### config.mk
export PLATFORM = sky130hd
export DESIGN_NAME = bgcr_top
export DESIGN_NICKNAME = d
export VERILOG_FILES = /design/src/hw/bgcr_pkg.sv /design/src/hw/bgcr_sync2.sv /design/src/hw/bgcr_alias_map.sv /design/src/hw/bgcr_top.sv
export VERILOG_INCLUDE_DIRS = /design/src /design/src/hw
export SDC_FILE = /design/constraint.sdc
export NUM_CORES = 1
export LEC_CHECK = 0
export BUFFER_PORTS_ARGS = -buffer_cell sky130_fd_sc_hd__clkbuf_2
export CORE_ASPECT_RATIO = 0.5
export CORE_MARGIN = 3
export CORE_UTILIZATION = 45
export DETAILED_ROUTE_END_ITERATION = 8
export GPL_TIMING_DRIVEN = 0
export PLACE_DENSITY_LB_ADDON = 0.3
export SYNTH_ARGS = -nofsm -noshare
export SYNTH_HDL_FRONTEND = slang
export SYNTH_SLANG_ARGS = --single-unit
### constraint.sdc
create_clock -name aclk -period 2.12 [get_ports aclk]
set_clock_uncertainty 0.2 [all_clocks]
set_input_delay 0.106 -clock aclk [delete_from_list [all_inputs] [get_ports aclk]]
set_output_delay 0.106 -clock aclk [all_outputs]
set_load 0.1 [all_outputs]
### src/hw/bgcr_cfg.svh
// Offsets, field positions, reset values and timing counts for the boot and global configuration register
`ifndef BGCR_CFG_SVH
`define BGCR_CFG_SVH
`define BGCR_OFF_BOOT_CFG 12'h050
`define BGCR_BIT_PKG 9
`define BGCR_BIT_FIXED_ONE 8
`define BGCR_BIT_HDLC 7
`define BGCR_BIT_CAN 6
`define BGCR_BIT_ADC 5
`define BGCR_BIT_DBG 4
`define BGCR_BIT_FILT 3
`define BGCR_BIT_SPI 2
`define BGCR_WR_MASK 16'h003F
`define BGCR_RESET_BASE 16'h0100
`define BGCR_ADC_START_NS 1000000
`define BGCR_CLK_NS 8
`define BGCR_ADC_START_CYC ((`BGCR_ADC_START_NS + `BGCR_CLK_NS - 1) / `BGCR_CLK_NS)
`endif

### src/hw/bgcr_pkg.sv
// Types shared by the boot and global configuration register block
package bgcr_pkg;
    // Boot memory selection codes
    typedef enum logic [1:0] {
        BGCR_BOOT_FLASH = 2'b00,
        BGCR_BOOT_RSVD = 2'b01,
        BGCR_BOOT_RAM = 2'b10,
        BGCR_BOOT_EXT = 2'b11
    } bgcr_boot_e;
    // Write channel progress of the bus slave
    typedef enum logic [1:0] {
        BGCR_WR_IDLE = 2'b00,
        BGCR_WR_RESP = 2'b01
    } bgcr_wr_e;
endpackage

### src/hw/bgcr_sync2.sv
// Two flip-flop synchroniser for one level
`timescale 1ns/1ns
module bgcr_sync2 #(
    parameter logic RESET_VAL = 1'b0
) (
    input wire logic aclk,
    input wire logic aresetn,
    input wire logic din,
    output logic dout
);
    logic meta_reg; // First stage, read by the second stage only

    // Two stages to settle metastability
    always_ff @(posedge aclk) begin
        if (!aresetn) begin
            meta_reg <= RESET_VAL;
            dout <= RESET_VAL;
        end else begin
            meta_reg <= din;
            dout <= meta_reg;
        end
    end
endmodule

### src/hw/bgcr_alias_map.sv
// Decodes the boot selection into an alias choice for address zero, one-hot except for the reserved code
`timescale 1ns/1ns
module bgcr_alias_map (
    input wire logic aclk,
    input wire logic aresetn,
    input wire logic [1:0] boot_sel,
    output logic alias_flash,
    output logic alias_ram,
    output logic alias_ext
);
    // Registered decode; the reserved code aliases nothing
    always_ff @(posedge aclk) begin
        if (!aresetn) begin
            alias_flash <= 1'b1;
            alias_ram <= 1'b0;
            alias_ext <= 1'b0;
        end else begin
            alias_flash <= (boot_sel == bgcr_pkg::BGCR_BOOT_FLASH);
            alias_ram <= (boot_sel == bgcr_pkg::BGCR_BOOT_RAM);
            alias_ext <= (boot_sel == bgcr_pkg::BGCR_BOOT_EXT);
        end
    end
endmodule

### src/hw/bgcr_top.sv
// Boot and global configuration register with an AXI4-Lite slave
`timescale 1ns/1ns
`include "bgcr_cfg.svh"
module bgcr_top #(
    parameter logic PKG_SMALL = 1'b0, // Package option strap
    parameter logic HDLC_FITTED = 1'b1, // HDLC option
    parameter logic CAN_FITTED = 1'b1, // CAN option
    parameter int ADDR_W = 12 // Bus address width
) (
    input wire logic aclk,
    input wire logic aresetn,
    input wire logic [ADDR_W-1:0] s_axi_awaddr,
    input wire logic s_axi_awvalid,
    output logic s_axi_awready,
    input wire logic [31:0] s_axi_wdata,
    input wire logic [3:0] s_axi_wstrb,
    input wire logic s_axi_wvalid,
    output logic s_axi_wready,
    output logic [1:0] s_axi_bresp,
    output logic s_axi_bvalid,
    input wire logic s_axi_bready,
    input wire logic [ADDR_W-1:0] s_axi_araddr,
    input wire logic s_axi_arvalid,
    output logic s_axi_arready,
    output logic [31:0] s_axi_rdata,
    output logic [1:0] s_axi_rresp,
    output logic s_axi_rvalid,
    input wire logic s_axi_rready,
    input wire logic [1:0] boot_pins, // External boot strap pins
    input wire logic tap_boot_valid, // Test port boot programming strobe
    input wire logic [1:0] tap_boot_sel, // Test port boot choice
    input wire logic stop_mode, // Device in stop mode
    input wire logic debug_request_input, // Debug request pin
    input wire logic usb_standby, // USB bus in standby
    output logic alias_flash, // Flash aliased at zero
    output logic alias_ram, // RAM aliased at zero
    output logic alias_ext, // External memory aliased at zero
    output logic small_package_flag, // Unbonded pins forced idle
    output logic hdlc_enable, // HDLC controller enable
    output logic can_enable, // CAN controller enable
    output logic adc_analog_on, // Converter analog power
    output logic stop_wake, // Ends stop mode, restarts clocks
    output logic standby_filter_on, // Transceiver filter active
    output logic serial_port0_owner, // Serial controller owns P0 pins 0..3
    output logic uart_instance_three_i2c_instance_one_owner // UART three and I2C one own those pins
);
    // Refuse address widths below 8 or above 32 bits
    if (ADDR_W < 8 || ADDR_W > 32) begin
        $error("ADDR_W out of range");
    end

    // Word index of the register, sized to the word part of the address
    localparam logic [ADDR_W-3:0] OFF_WORD = (ADDR_W-2)'(`BGCR_OFF_BOOT_CFG >> 2);

    // Synchronised external inputs
    logic [1:0] boot_pins_s;
    logic dbg_req_s;
    logic stop_s;
    logic standby_s;
    logic tap_valid_s;
    logic [1:0] tap_sel_s; // Test port boot choice after two stages

    // Boot pins and other pins cross in through two stages each
    bgcr_sync2 u_sync_b0 (.aclk(aclk), .aresetn(aresetn), .din(boot_pins[0]), .dout(boot_pins_s[0]));
    bgcr_sync2 u_sync_b1 (.aclk(aclk), .aresetn(aresetn), .din(boot_pins[1]), .dout(boot_pins_s[1]));
    bgcr_sync2 u_sync_dbg (.aclk(aclk), .aresetn(aresetn), .din(debug_request_input), .dout(dbg_req_s));
    bgcr_sync2 u_sync_stop (.aclk(aclk), .aresetn(aresetn), .din(stop_mode), .dout(stop_s));
    bgcr_sync2 u_sync_stby (.aclk(aclk), .aresetn(aresetn), .din(usb_standby), .dout(standby_s));
    bgcr_sync2 u_sync_tap (.aclk(aclk), .aresetn(aresetn), .din(tap_boot_valid), .dout(tap_valid_s));
    // The choice lines take the same two stages, so they reach the edge detect in the same cycle as the strobe
    bgcr_sync2 u_sync_ts0 (.aclk(aclk), .aresetn(aresetn), .din(tap_boot_sel[0]), .dout(tap_sel_s[0]));
    bgcr_sync2 u_sync_ts1 (.aclk(aclk), .aresetn(aresetn), .din(tap_boot_sel[1]), .dout(tap_sel_s[1]));

    // Register state
    logic [1:0] boot_reg; // Boot selection field
    logic [3:0] ctrl_reg; // Converter, debug wake, filter, port select
    logic [1:0] strap_cnt_reg; // Counts edges after reset until pins settle
    logic strap_done_reg; // Strap capture finished
    logic tap_prev_reg; // Previous test port strobe for edge detect

    // Bus handshake state
    logic aw_held_reg;
    logic [ADDR_W-1:0] awaddr_reg;
    logic w_held_reg;
    logic [31:0] wdata_reg;
    logic [3:0] wstrb_reg;
    logic wr_fire;
    logic wr_hit;
    logic rd_hit;
    logic [15:0] read_word;

    // Assembled register view; reserved bits fixed
    always_comb begin
        read_word = `BGCR_RESET_BASE;
        read_word[`BGCR_BIT_PKG] = PKG_SMALL;
        read_word[`BGCR_BIT_HDLC] = HDLC_FITTED;
        read_word[`BGCR_BIT_CAN] = CAN_FITTED;
        read_word[5:2] = ctrl_reg;
        read_word[1:0] = boot_reg;
    end

    assign wr_fire = aw_held_reg && w_held_reg && !s_axi_bvalid;
    assign wr_hit = (awaddr_reg[ADDR_W-1:2] == OFF_WORD);
    assign rd_hit = (s_axi_araddr[ADDR_W-1:2] == OFF_WORD);

    // Strap capture: the pins pass two stages, so wait three edges after release
    always_ff @(posedge aclk) begin
        if (!aresetn) begin
            strap_cnt_reg <= 2'h0;
            strap_done_reg <= 1'b0;
        end else if (!strap_done_reg) begin
            strap_cnt_reg <= strap_cnt_reg + 2'h1;
            strap_done_reg <= (strap_cnt_reg == 2'h2);
        end
    end

    // Test port strobe edge
    always_ff @(posedge aclk) begin
        if (!aresetn) begin
            tap_prev_reg <= 1'b0;
        end else begin
            tap_prev_reg <= tap_valid_s;
        end
    end

    // Boot field: strap, then test port or software may replace it
    always_ff @(posedge aclk) begin
        if (!aresetn) begin
            boot_reg <= 2'h0;
        end else if (!strap_done_reg && strap_cnt_reg == 2'h2) begin
            boot_reg <= boot_pins_s;
        end else if (tap_valid_s && !tap_prev_reg) begin
            boot_reg <= tap_sel_s;
        end else if (wr_fire && wr_hit && wstrb_reg[0]) begin
            boot_reg <= wdata_reg[1:0];
        end
    end

    // Writable controls; only byte lane 0 carries them
    always_ff @(posedge aclk) begin
        if (!aresetn) begin
            ctrl_reg <= 4'h0;
        end else if (wr_fire && wr_hit && wstrb_reg[0]) begin
            ctrl_reg <= wdata_reg[5:2];
        end
    end

    // Write address channel: hold one address until the write fires and raises the response
    always_ff @(posedge aclk) begin
        if (!aresetn) begin
            aw_held_reg <= 1'b0;
            awaddr_reg <= '0;
        end else if (s_axi_awvalid && s_axi_awready) begin
            aw_held_reg <= 1'b1;
            awaddr_reg <= s_axi_awaddr;
        end else if (wr_fire) begin
            aw_held_reg <= 1'b0;
        end
    end

    // Write data channel, independent of address order
    always_ff @(posedge aclk) begin
        if (!aresetn) begin
            w_held_reg <= 1'b0;
            wdata_reg <= 32'h0;
            wstrb_reg <= 4'h0;
        end else if (s_axi_wvalid && s_axi_wready) begin
            w_held_reg <= 1'b1;
            wdata_reg <= s_axi_wdata;
            wstrb_reg <= s_axi_wstrb;
        end else if (wr_fire) begin
            w_held_reg <= 1'b0;
        end
    end

    // Readies come from flops; dropped while a channel holds an item
    always_ff @(posedge aclk) begin
        if (!aresetn) begin
            s_axi_awready <= 1'b0;
            s_axi_wready <= 1'b0;
        end else begin
            s_axi_awready <= !aw_held_reg && !(s_axi_awvalid && s_axi_awready) && !s_axi_bvalid;
            s_axi_wready <= !w_held_reg && !(s_axi_wvalid && s_axi_wready) && !s_axi_bvalid;
        end
    end

    // Write response; unmapped address answers DECERR
    always_ff @(posedge aclk) begin
        if (!aresetn) begin
            s_axi_bvalid <= 1'b0;
            s_axi_bresp <= 2'h0;
        end else if (wr_fire) begin
            s_axi_bvalid <= 1'b1;
            s_axi_bresp <= wr_hit ? 2'h0 : 2'h3;
        end else if (s_axi_bready) begin
            s_axi_bvalid <= 1'b0;
        end
    end

    // Read channel: one read at a time, answered the edge after the address
    always_ff @(posedge aclk) begin
        if (!aresetn) begin
            s_axi_arready <= 1'b0;
            s_axi_rvalid <= 1'b0;
            s_axi_rdata <= 32'h0;
            s_axi_rresp <= 2'h0;
        end else if (s_axi_arvalid && s_axi_arready) begin
            s_axi_arready <= 1'b0;
            s_axi_rvalid <= 1'b1;
            s_axi_rdata <= rd_hit ? {16'h0, read_word} : 32'h0;
            s_axi_rresp <= rd_hit ? 2'h0 : 2'h3;
        end else if (s_axi_rvalid) begin
            if (s_axi_rready) begin
                s_axi_rvalid <= 1'b0;
            end
        end else begin
            s_axi_arready <= 1'b1;
        end
    end

    // Alias decode for the memory map at address zero
    bgcr_alias_map u_alias (
        .aclk(aclk),
        .aresetn(aresetn),
        .boot_sel(boot_reg),
        .alias_flash(alias_flash),
        .alias_ram(alias_ram),
        .alias_ext(alias_ext)
    );

    // Fixed options and control outputs, all registered
    always_ff @(posedge aclk) begin
        if (!aresetn) begin
            small_package_flag <= 1'b0;
            hdlc_enable <= 1'b0;
            can_enable <= 1'b0;
            adc_analog_on <= 1'b0;
            stop_wake <= 1'b0;
            standby_filter_on <= 1'b0;
            serial_port0_owner <= 1'b0;
            uart_instance_three_i2c_instance_one_owner <= 1'b1;
        end else begin
            small_package_flag <= PKG_SMALL;
            hdlc_enable <= HDLC_FITTED;
            can_enable <= CAN_FITTED;
            adc_analog_on <= ctrl_reg[`BGCR_BIT_ADC-2];
            // A disabled wake leaves the request unseen
            stop_wake <= ctrl_reg[`BGCR_BIT_DBG-2] && stop_s && dbg_req_s;
            standby_filter_on <= ctrl_reg[`BGCR_BIT_FILT-2] && standby_s;
            serial_port0_owner <= ctrl_reg[`BGCR_BIT_SPI-2];
            uart_instance_three_i2c_instance_one_owner <= !ctrl_reg[`BGCR_BIT_SPI-2];
        end
    end

    // Helper: cycles since converter power-up, read only by an assertion
    logic [17:0] adc_up_cnt_reg;
    always_ff @(posedge aclk) begin
        if (!aresetn || !adc_analog_on) begin
            adc_up_cnt_reg <= 18'h0;
        end else if (adc_up_cnt_reg != 18'h3FFFF) begin
            adc_up_cnt_reg <= adc_up_cnt_reg + 18'h1;
        end
    end

    a_strap_capture: assert property (@(posedge aclk) disable iff (!aresetn)
        (!strap_done_reg && strap_cnt_reg == 2'h2) |=> boot_reg == $past(boot_pins_s))
        else $error("boot field missed strap");
    a_sw_boot_write: assert property (@(posedge aclk) disable iff (!aresetn)
        (wr_fire && wr_hit && wstrb_reg[0] && strap_done_reg && !(tap_valid_s && !tap_prev_reg))
        |=> boot_reg == $past(wdata_reg[1:0]))
        else $error("boot write lost");
    a_alias_follow: assert property (@(posedge aclk) disable iff (!aresetn)
        (boot_reg == 2'b10) |=> alias_ram && !alias_flash)
        else $error("alias wrong");
    a_fixed_bits: assert property (@(posedge aclk) disable iff (!aresetn)
        read_word[15:6] == {6'h0, PKG_SMALL, 1'b1, HDLC_FITTED, CAN_FITTED})
        else $error("fixed bits changed");
    a_ctrl_reset: assert property (@(posedge aclk)
        !aresetn |=> ctrl_reg == 4'h0 && boot_reg == 2'h0)
        else $error("reset value wrong");
    a_adc_power: assert property (@(posedge aclk) disable iff (!aresetn)
        ctrl_reg[3] |=> adc_analog_on)
        else $error("converter not powered");
    a_stop_wake: assert property (@(posedge aclk) disable iff (!aresetn)
        (ctrl_reg[2] && stop_s && dbg_req_s) |=> stop_wake)
        else $error("debug wake missed");
    a_stop_ignore: assert property (@(posedge aclk) disable iff (!aresetn)
        (!ctrl_reg[2]) |=> !stop_wake)
        else $error("debug request not ignored");
    a_filter_gate: assert property (@(posedge aclk) disable iff (!aresetn)
        standby_filter_on |-> $past(standby_s) && $past(ctrl_reg[1]))
        else $error("filter outside standby");
    a_pin_owner: assert property (@(posedge aclk) disable iff (!aresetn)
        serial_port0_owner != uart_instance_three_i2c_instance_one_owner)
        else $error("pin ownership clash");
    a_adc_count: assert property (@(posedge aclk) disable iff (!aresetn)
        !adc_analog_on |=> adc_up_cnt_reg == 18'h0)
        else $error("startup count not cleared");
endmodule

==> results of run 1 <==
==> metrics by stage <==
stage / utilization, % / hold slack (ns) / setup slack, ns
after floorplan: - / -0.0663 / 0.170
after global placement: 59.3 / 0.0521 / 0.0550
after detailed placement: 59.3 / 0.0534 / -0.00724
after CTS: 71.2 / 0.0416 / 0.222
after global routing: 71.2 / 0.0846 / 0.0387
final: 71.2 / 0.0515 / 0.221
==> how the worst max path moves through the flow <==
stage                             start             end  slack [ns]  cells past startpoint
after CTS                 awaddr_reg[6]     boot_reg[0]        0.22                      4
after detailed placement  awaddr_reg[6]     boot_reg[0]      -0.007                      4
after floorplan           s_axi_arready  s_axi_rdata[0]        0.17                      4
final                     awaddr_reg[6]     boot_reg[0]        0.22                      4
after global routing      awaddr_reg[6]     boot_reg[0]        0.04                      4
after global placement    awaddr_reg[6]     boot_reg[1]        0.06                      4
==> power by group through the flow <==
stage	combinational (uW)	sequential, uW	clock [uW]
after floorplan	402	1520	0
after global placement	580	1420	0
after detailed placement	595	1430	0
after CTS	639	1400	1530
after global routing	682	1410	1600
final	639	1400	1500
==> kinds of logic after synthesis <==
logic type	after synthesis	synth area share [%]
XOR/XNOR	1	0.342
multiplexers	8	3.22
flip-flops	68	53.1
AO/OA/AOI/OAI	39	10.3
other	1	0.146
buffers and inverters	42	10.4
adder cells (fa/ha/maj)	1	0.488
AND/OR/NAND/NOR	101	22.0
==> timing repair <==
| item | CTS | global route |
|---|---|---|
| endpoints found under the setup margin | 2 | 0 |
| setup buffers | 1 | 0 |
| endpoints found under the hold margin | 31 | 0 |
| hold buffers | 30 | 0 |
==> metal layers <==
metal / wire length, um / global-route usage (%) / vias to the layer above
li1: - / - / 1075
met1: 2230 / 19.3 / 948
met2: 2970 / 33.0 / 71
met3: 414 / 7.24 / 6
met4: 53 / 5.82 / 0
met5: 0 / 0 / -
==> tightest hold or removal path: stages <==
cell and delay (ns):
clkbuf_2 0.09, nand2_1 0.16, nand2_1 0.11, a21boi_0 0.06
==> cell type report <==
cell class	instances	area share [%]
Sequential cell	68	36.8
Multi-Input combinational cell	174	27.6
Timing Repair Buffer	100	17.6
Buffer	39	6.89
Clock buffer	11	6.82
Tap cell	70	2.36
Clock inverter	5	1.59
Inverter	3	0.304
==> layout by cell type, fill, tap and decap left out, types with 2 or more instances in the layout <==
cell,synthesis,layout
clkbuf_2,0,69
dfxtp_1,68,66
nand2_1,39,39
buf_4,29,30
dlygate4sd3_1,0,30
and2_1,24,24
conb_1,1,24
a21boi_0,20,20
nor2b_1,14,14
clkbuf_1,10,10
clkbuf_16,0,9
nand2b_1,7,7
a22oi_1,6,6
mux2i_1,6,6
a21oi_1,6,6
o21ai_0,5,5
inv_1,3,3
and3_1,3,3
mux2_2,2,2
nor3_1,2,2
clkbuf_8,0,2
clkinvlp_4,0,2
dfxtp_2,0,2
==> reports/results.ini, run 1 <==
[status]
status=finished clean

[cells_and_area]
fillers=377
diodes=0
area_delta_synth_final_pct=44.5
final_nets=471
fin_area_um2=3700
fin_cells=470
seq_area_um2=1360
multi_input_comb_area_um2=1020
drive_above_1_share_pct=30.3
largest_reg_flops=10

[logic_synthesis]
netlist_instances=261
yosysMostFrequentCell=dfxtp_1
netlist_area_um2=2560
synth_seq_cells=68
yosys-top-cells-count=dfxtp_1 (68), nand2_1 (39), buf_4 (29), and2_1 (24), a21boi_0 (20)
yosys_warnings=0
synth_edf_count=0
synth.distinct_cells=33
synth.top_cell.area_share_pct=53.1
synth_area_leaders=dfxtp_1 (53%), buf_4 (8.5%), a21boi_0 (5.9%)
synth-seq-area-share_pct=53.1
synth_flop_cell=dfxtp_1
synth-async-reset-ratio_pct=0
synth_top_cell_by_area=dfxtp_1
synth.avg_cell_area_um2=9.82

[job]
cap_violations=0

[placement]
post-dp-hpwl_mm=3.96
place_congestion=0.728
dp_cells=423
port-buffer-count=69
placed_area_um2=3090

[power]
switchingPower_uw=1010
seqPwrFrac_pct=39.6
pwr-share-clk_pct=42.4
power_density_nw_per_um2=956
irDropWorstVdd_uv=510
comb_power_share_pct=18.0
cellInternalPower_uw=2530
p_sw_share_pct=28.6
total_power_uw=3540
p_leak_uw=0.00172

[worst_hold_path]
min_path_type=in -> reg
hold_end=wstrb_reg[0]
hp-start=s_axi_wvalid
holdPathStages=4

[floorplanning]
dieArea_um2=6690
io_pins=127
die_y_um=59.4
row_count=18
core_area_um2=5200
die_x_um=113
initial_core_util_pct=49.3

[global_route]
grt_start_max_net_pins=13
grt-ovfl-total=0
grt_pass1_wl_mm=9.24
track_usage_pct=18.0
antenna_found_initial=0
grt_pass1_vias=2051

[route]
drtPass1Iterations=4
vias=2100
drt_iter0_drc=95
ant_nets=0
routed_via_density=4.47
routed_wl_mm=5.67
post_drt_wl_per_cell_um=12.1
drc=0

[sta]
maxSlewViolCount=0
setup_viol=0
hold_violations=0
tns_ns=0
rsz0062_at_grt=no
fin_crit_sh_pct=89.6
slew_headroom_pct=63.0
timing.fmax_mhz=527
finalCriticalPeriod_ns=1.90
worst_pin_slew_ns=0.557

[worst_setup_path]
slowest_delay_ns=0.44
r2r_setup_slack_ns=0.22
critPathKind=reg -> reg
setup.worst_path.end_class=register
path_buf_inv=0
worstReg2RegStart=awaddr_reg[6]
reg2reg_to=boot_reg[0]
cp_slowest_cell=nor4bb_1
required_ns=2.13
crit_fanout=2
cpLargestDelayFamily=simple AND/OR/NAND/NOR gates
critPathLaunchType=register
arrival_ns=1.91
reg2reg_depth=4
crit_chain=nor4bb_1, nand4_1, nand3_1, mux2_2

[clock_network]
cts_tree=built
cts_htree_levels=3
clockBufferDepth=2
cts.sinks=68
cts_resized=0
clockRootBuffer=clkbuf_16
clock_latency_ns=0.33
clk_pin_slew_ns=0.05
cts_buffers=9

Power figures use the tool's default switching activity.
==> run 2: changes to the inputs <==
--- a/config.mk
+++ b/config.mk
@@ -8,2 +8,3 @@
 export LEC_CHECK = 0
+export ABC_AREA = 1
 export BUFFER_PORTS_ARGS = -buffer_cell sky130_fd_sc_hd__clkbuf_2
--- a/constraint.sdc
+++ b/constraint.sdc
@@ -4,2 +4,2 @@
 set_output_delay 0.106 -clock aclk [all_outputs]
-set_load 0.1 [all_outputs]
+set_load 0.02 [all_outputs]
==> reports/results.ini, run 2 <==
[status]
status=finished clean

[sta]
tns_ns=0
fin_crit_sh_pct=94.4
setup_viol=0
rsz0062_at_grt=no
finalCriticalPeriod_ns=2.00
setup_ws_ns=0.120
hold_violations=0
maxSlewViolCount=0
timing.fmax_mhz=500

[logic_synthesis]
netlist_area_um2=2560
synth.distinct_cells=27
yosys_warnings=0
synth-async-reset-ratio_pct=0
synth_top_cell_by_area=dfxtp_1
synth.top_cell.area_share_pct=53.2
netlist_instances=317
synth_seq_cells=68
yosysMostFrequentCell=dfxtp_1
synth-seq-area-share_pct=53.2
synth_area_leaders=dfxtp_1 (53%), buf_4 (8.5%), nor2_1 (8.1%)
yosys-top-cells-count=dfxtp_1 (68), nor2_1 (55), nand2_1 (47), inv_1 (39), o21ai_0 (30)
synth.avg_cell_area_um2=8.08
synth_flop_cell=dfxtp_1
synth_edf_count=0

[clock_network]
clock_latency_ns=0.32
cts.sinks=68
cts_htree_levels=3
cts_buffers=9
clk_pin_slew_ns=0.05
clockBufferDepth=2
cts_tree=built
post_cts_buffers=0
clockRootBuffer=clkbuf_16

[worst_setup_path]
worstReg2RegStart=s_axi_bvalid
worstSetupEndpoint=s_axi_rdata[4]
arrival_ns=2.02
required_ns=2.14
reg2reg_to=ctrl_reg[1]
critPathLaunchType=input port
setup.worst_path.end_class=register
crit_fanout=7
critPathLaunch=s_axi_araddr[3]
r2r_setup_slack_ns=0.57
critPathKind=in -> reg
reg2reg_depth=6

[cells_and_area]
finish.utilization_pct=72.6
mostFrequentLayoutCells=clkbuf_2 (70), dfxtp_1 (68), nor2_1 (55)
final_nets=535
diodes=0
drive_above_1_share_pct=27.6
final_common_cell=clkbuf_2
fillers=396
fin_cells=534
area_delta_synth_final_pct=47.4
largest_reg_flops=10

[floorplanning]
die_y_um=59.3
io_pins=127
die_x_um=113
row_count=18
core_area_um2=5200
dieArea_um2=6690
initial_core_util_pct=49.2

[power]
irDropWorstVdd_uv=471
power_density_nw_per_um2=884
p_leak_uw=0.00196
total_power_uw=3340

[global_route]
grt_pass1_wl_mm=10.0
grt-ovfl-total=0
antenna_found_initial=0
grt_start_max_net_pins=12
track_usage_pct=19.7
grt_pass1_vias=2217

[placement]
dp_cells=479
post-dp-hpwl_mm=4.05
port-buffer-count=69
place_congestion=0.758
pre_cts_ws_ns=0.639

[job]
cap_violations=0

[worst_hold_path]
min_path_type=in -> reg
hp-start=s_axi_awvalid

[route]
drtPass1Iterations=4
drt_iter0_drc=96
drc=0
ant_nets=0
vias=2360
post_drt_wl_per_cell_um=11.5
routed_via_density=4.42
routed_wl_mm=6.17

run 2: kinds of logic after synthesis:
logic type / synth area share (%)
AND/OR/NAND/NOR: 20.9
buffers and inverters: 16.0
flip-flops: 53.2
AO/OA/AOI/OAI: 8.60
multiplexers: 0.782
adder cells (fa/ha/maj): 0.488
other: 0.146
run 2: worst min-delay path by stage:
stage               slack, ns             to  cells past startpoint
finish                   0.03  awaddr_reg[8]                      4
CTS                     0.004  awaddr_reg[8]                      4
floorplan               -0.07     can_enable                      0
global route             0.11  awaddr_reg[4]                      4
global placement         0.04     can_enable                      1
detailed placement       0.04     can_enable                      1
run 2: worst max-delay path, cell delays in order:
cell,delay (ns)
dlygate4sd3_1,0.54
clkbuf_2,0.11
nor2_1,0.10
dlygate4sd3_1,0.57
nand2_1,0.07
nor2_2,0.15
nand2_2,0.13
o31ai_1,0.25
run 2: power by group:
part	total (uW)	internal [uW]	leakage, uW	switching [uW]
logic	450	203	0.00125	247
clock network	1470	969	0.000149	504
registers	1420	1370	0.000558	48.1
run 2: area by class of cell:
class,count,area (um^2),area share (%)
sequential,68,1360,36.1
multi-input combinational,193,877,23.2
timing repair buffer,108,736,19.5
clock buffer,12,256,6.79
buffer,37,253,6.69
inverter,42,158,4.17
tap,70,87.6,2.32
clock inverter,4,47.5,1.26
run 2: timing repair:
action	CTS	global route
hold buffers	39	0
gates resized for setup	0	1
endpoints found under the setup margin	0	1
endpoints found under the hold margin	37	0
run 2: stage by stage:
stage	hold WS [ns]	cell area, um^2
6_report	0.0274	3780
3_3_place_gp	0.0355	3080
2_1_floorplan	-0.0663	2650
4_1_cts	0.00366	3770
3_5_place_dp	0.0370	3080
5_1_grt	0.113	3780
run 2: per-layer routing:
metal  vias up  global-route usage [%]  wire [um]
met5         -                       0          0
met4         0                    7.36        131
met3        15                    7.85        360
met2        84                    36.1       3130
met1      1052                    21.0       2540
li1       1209                       -          -
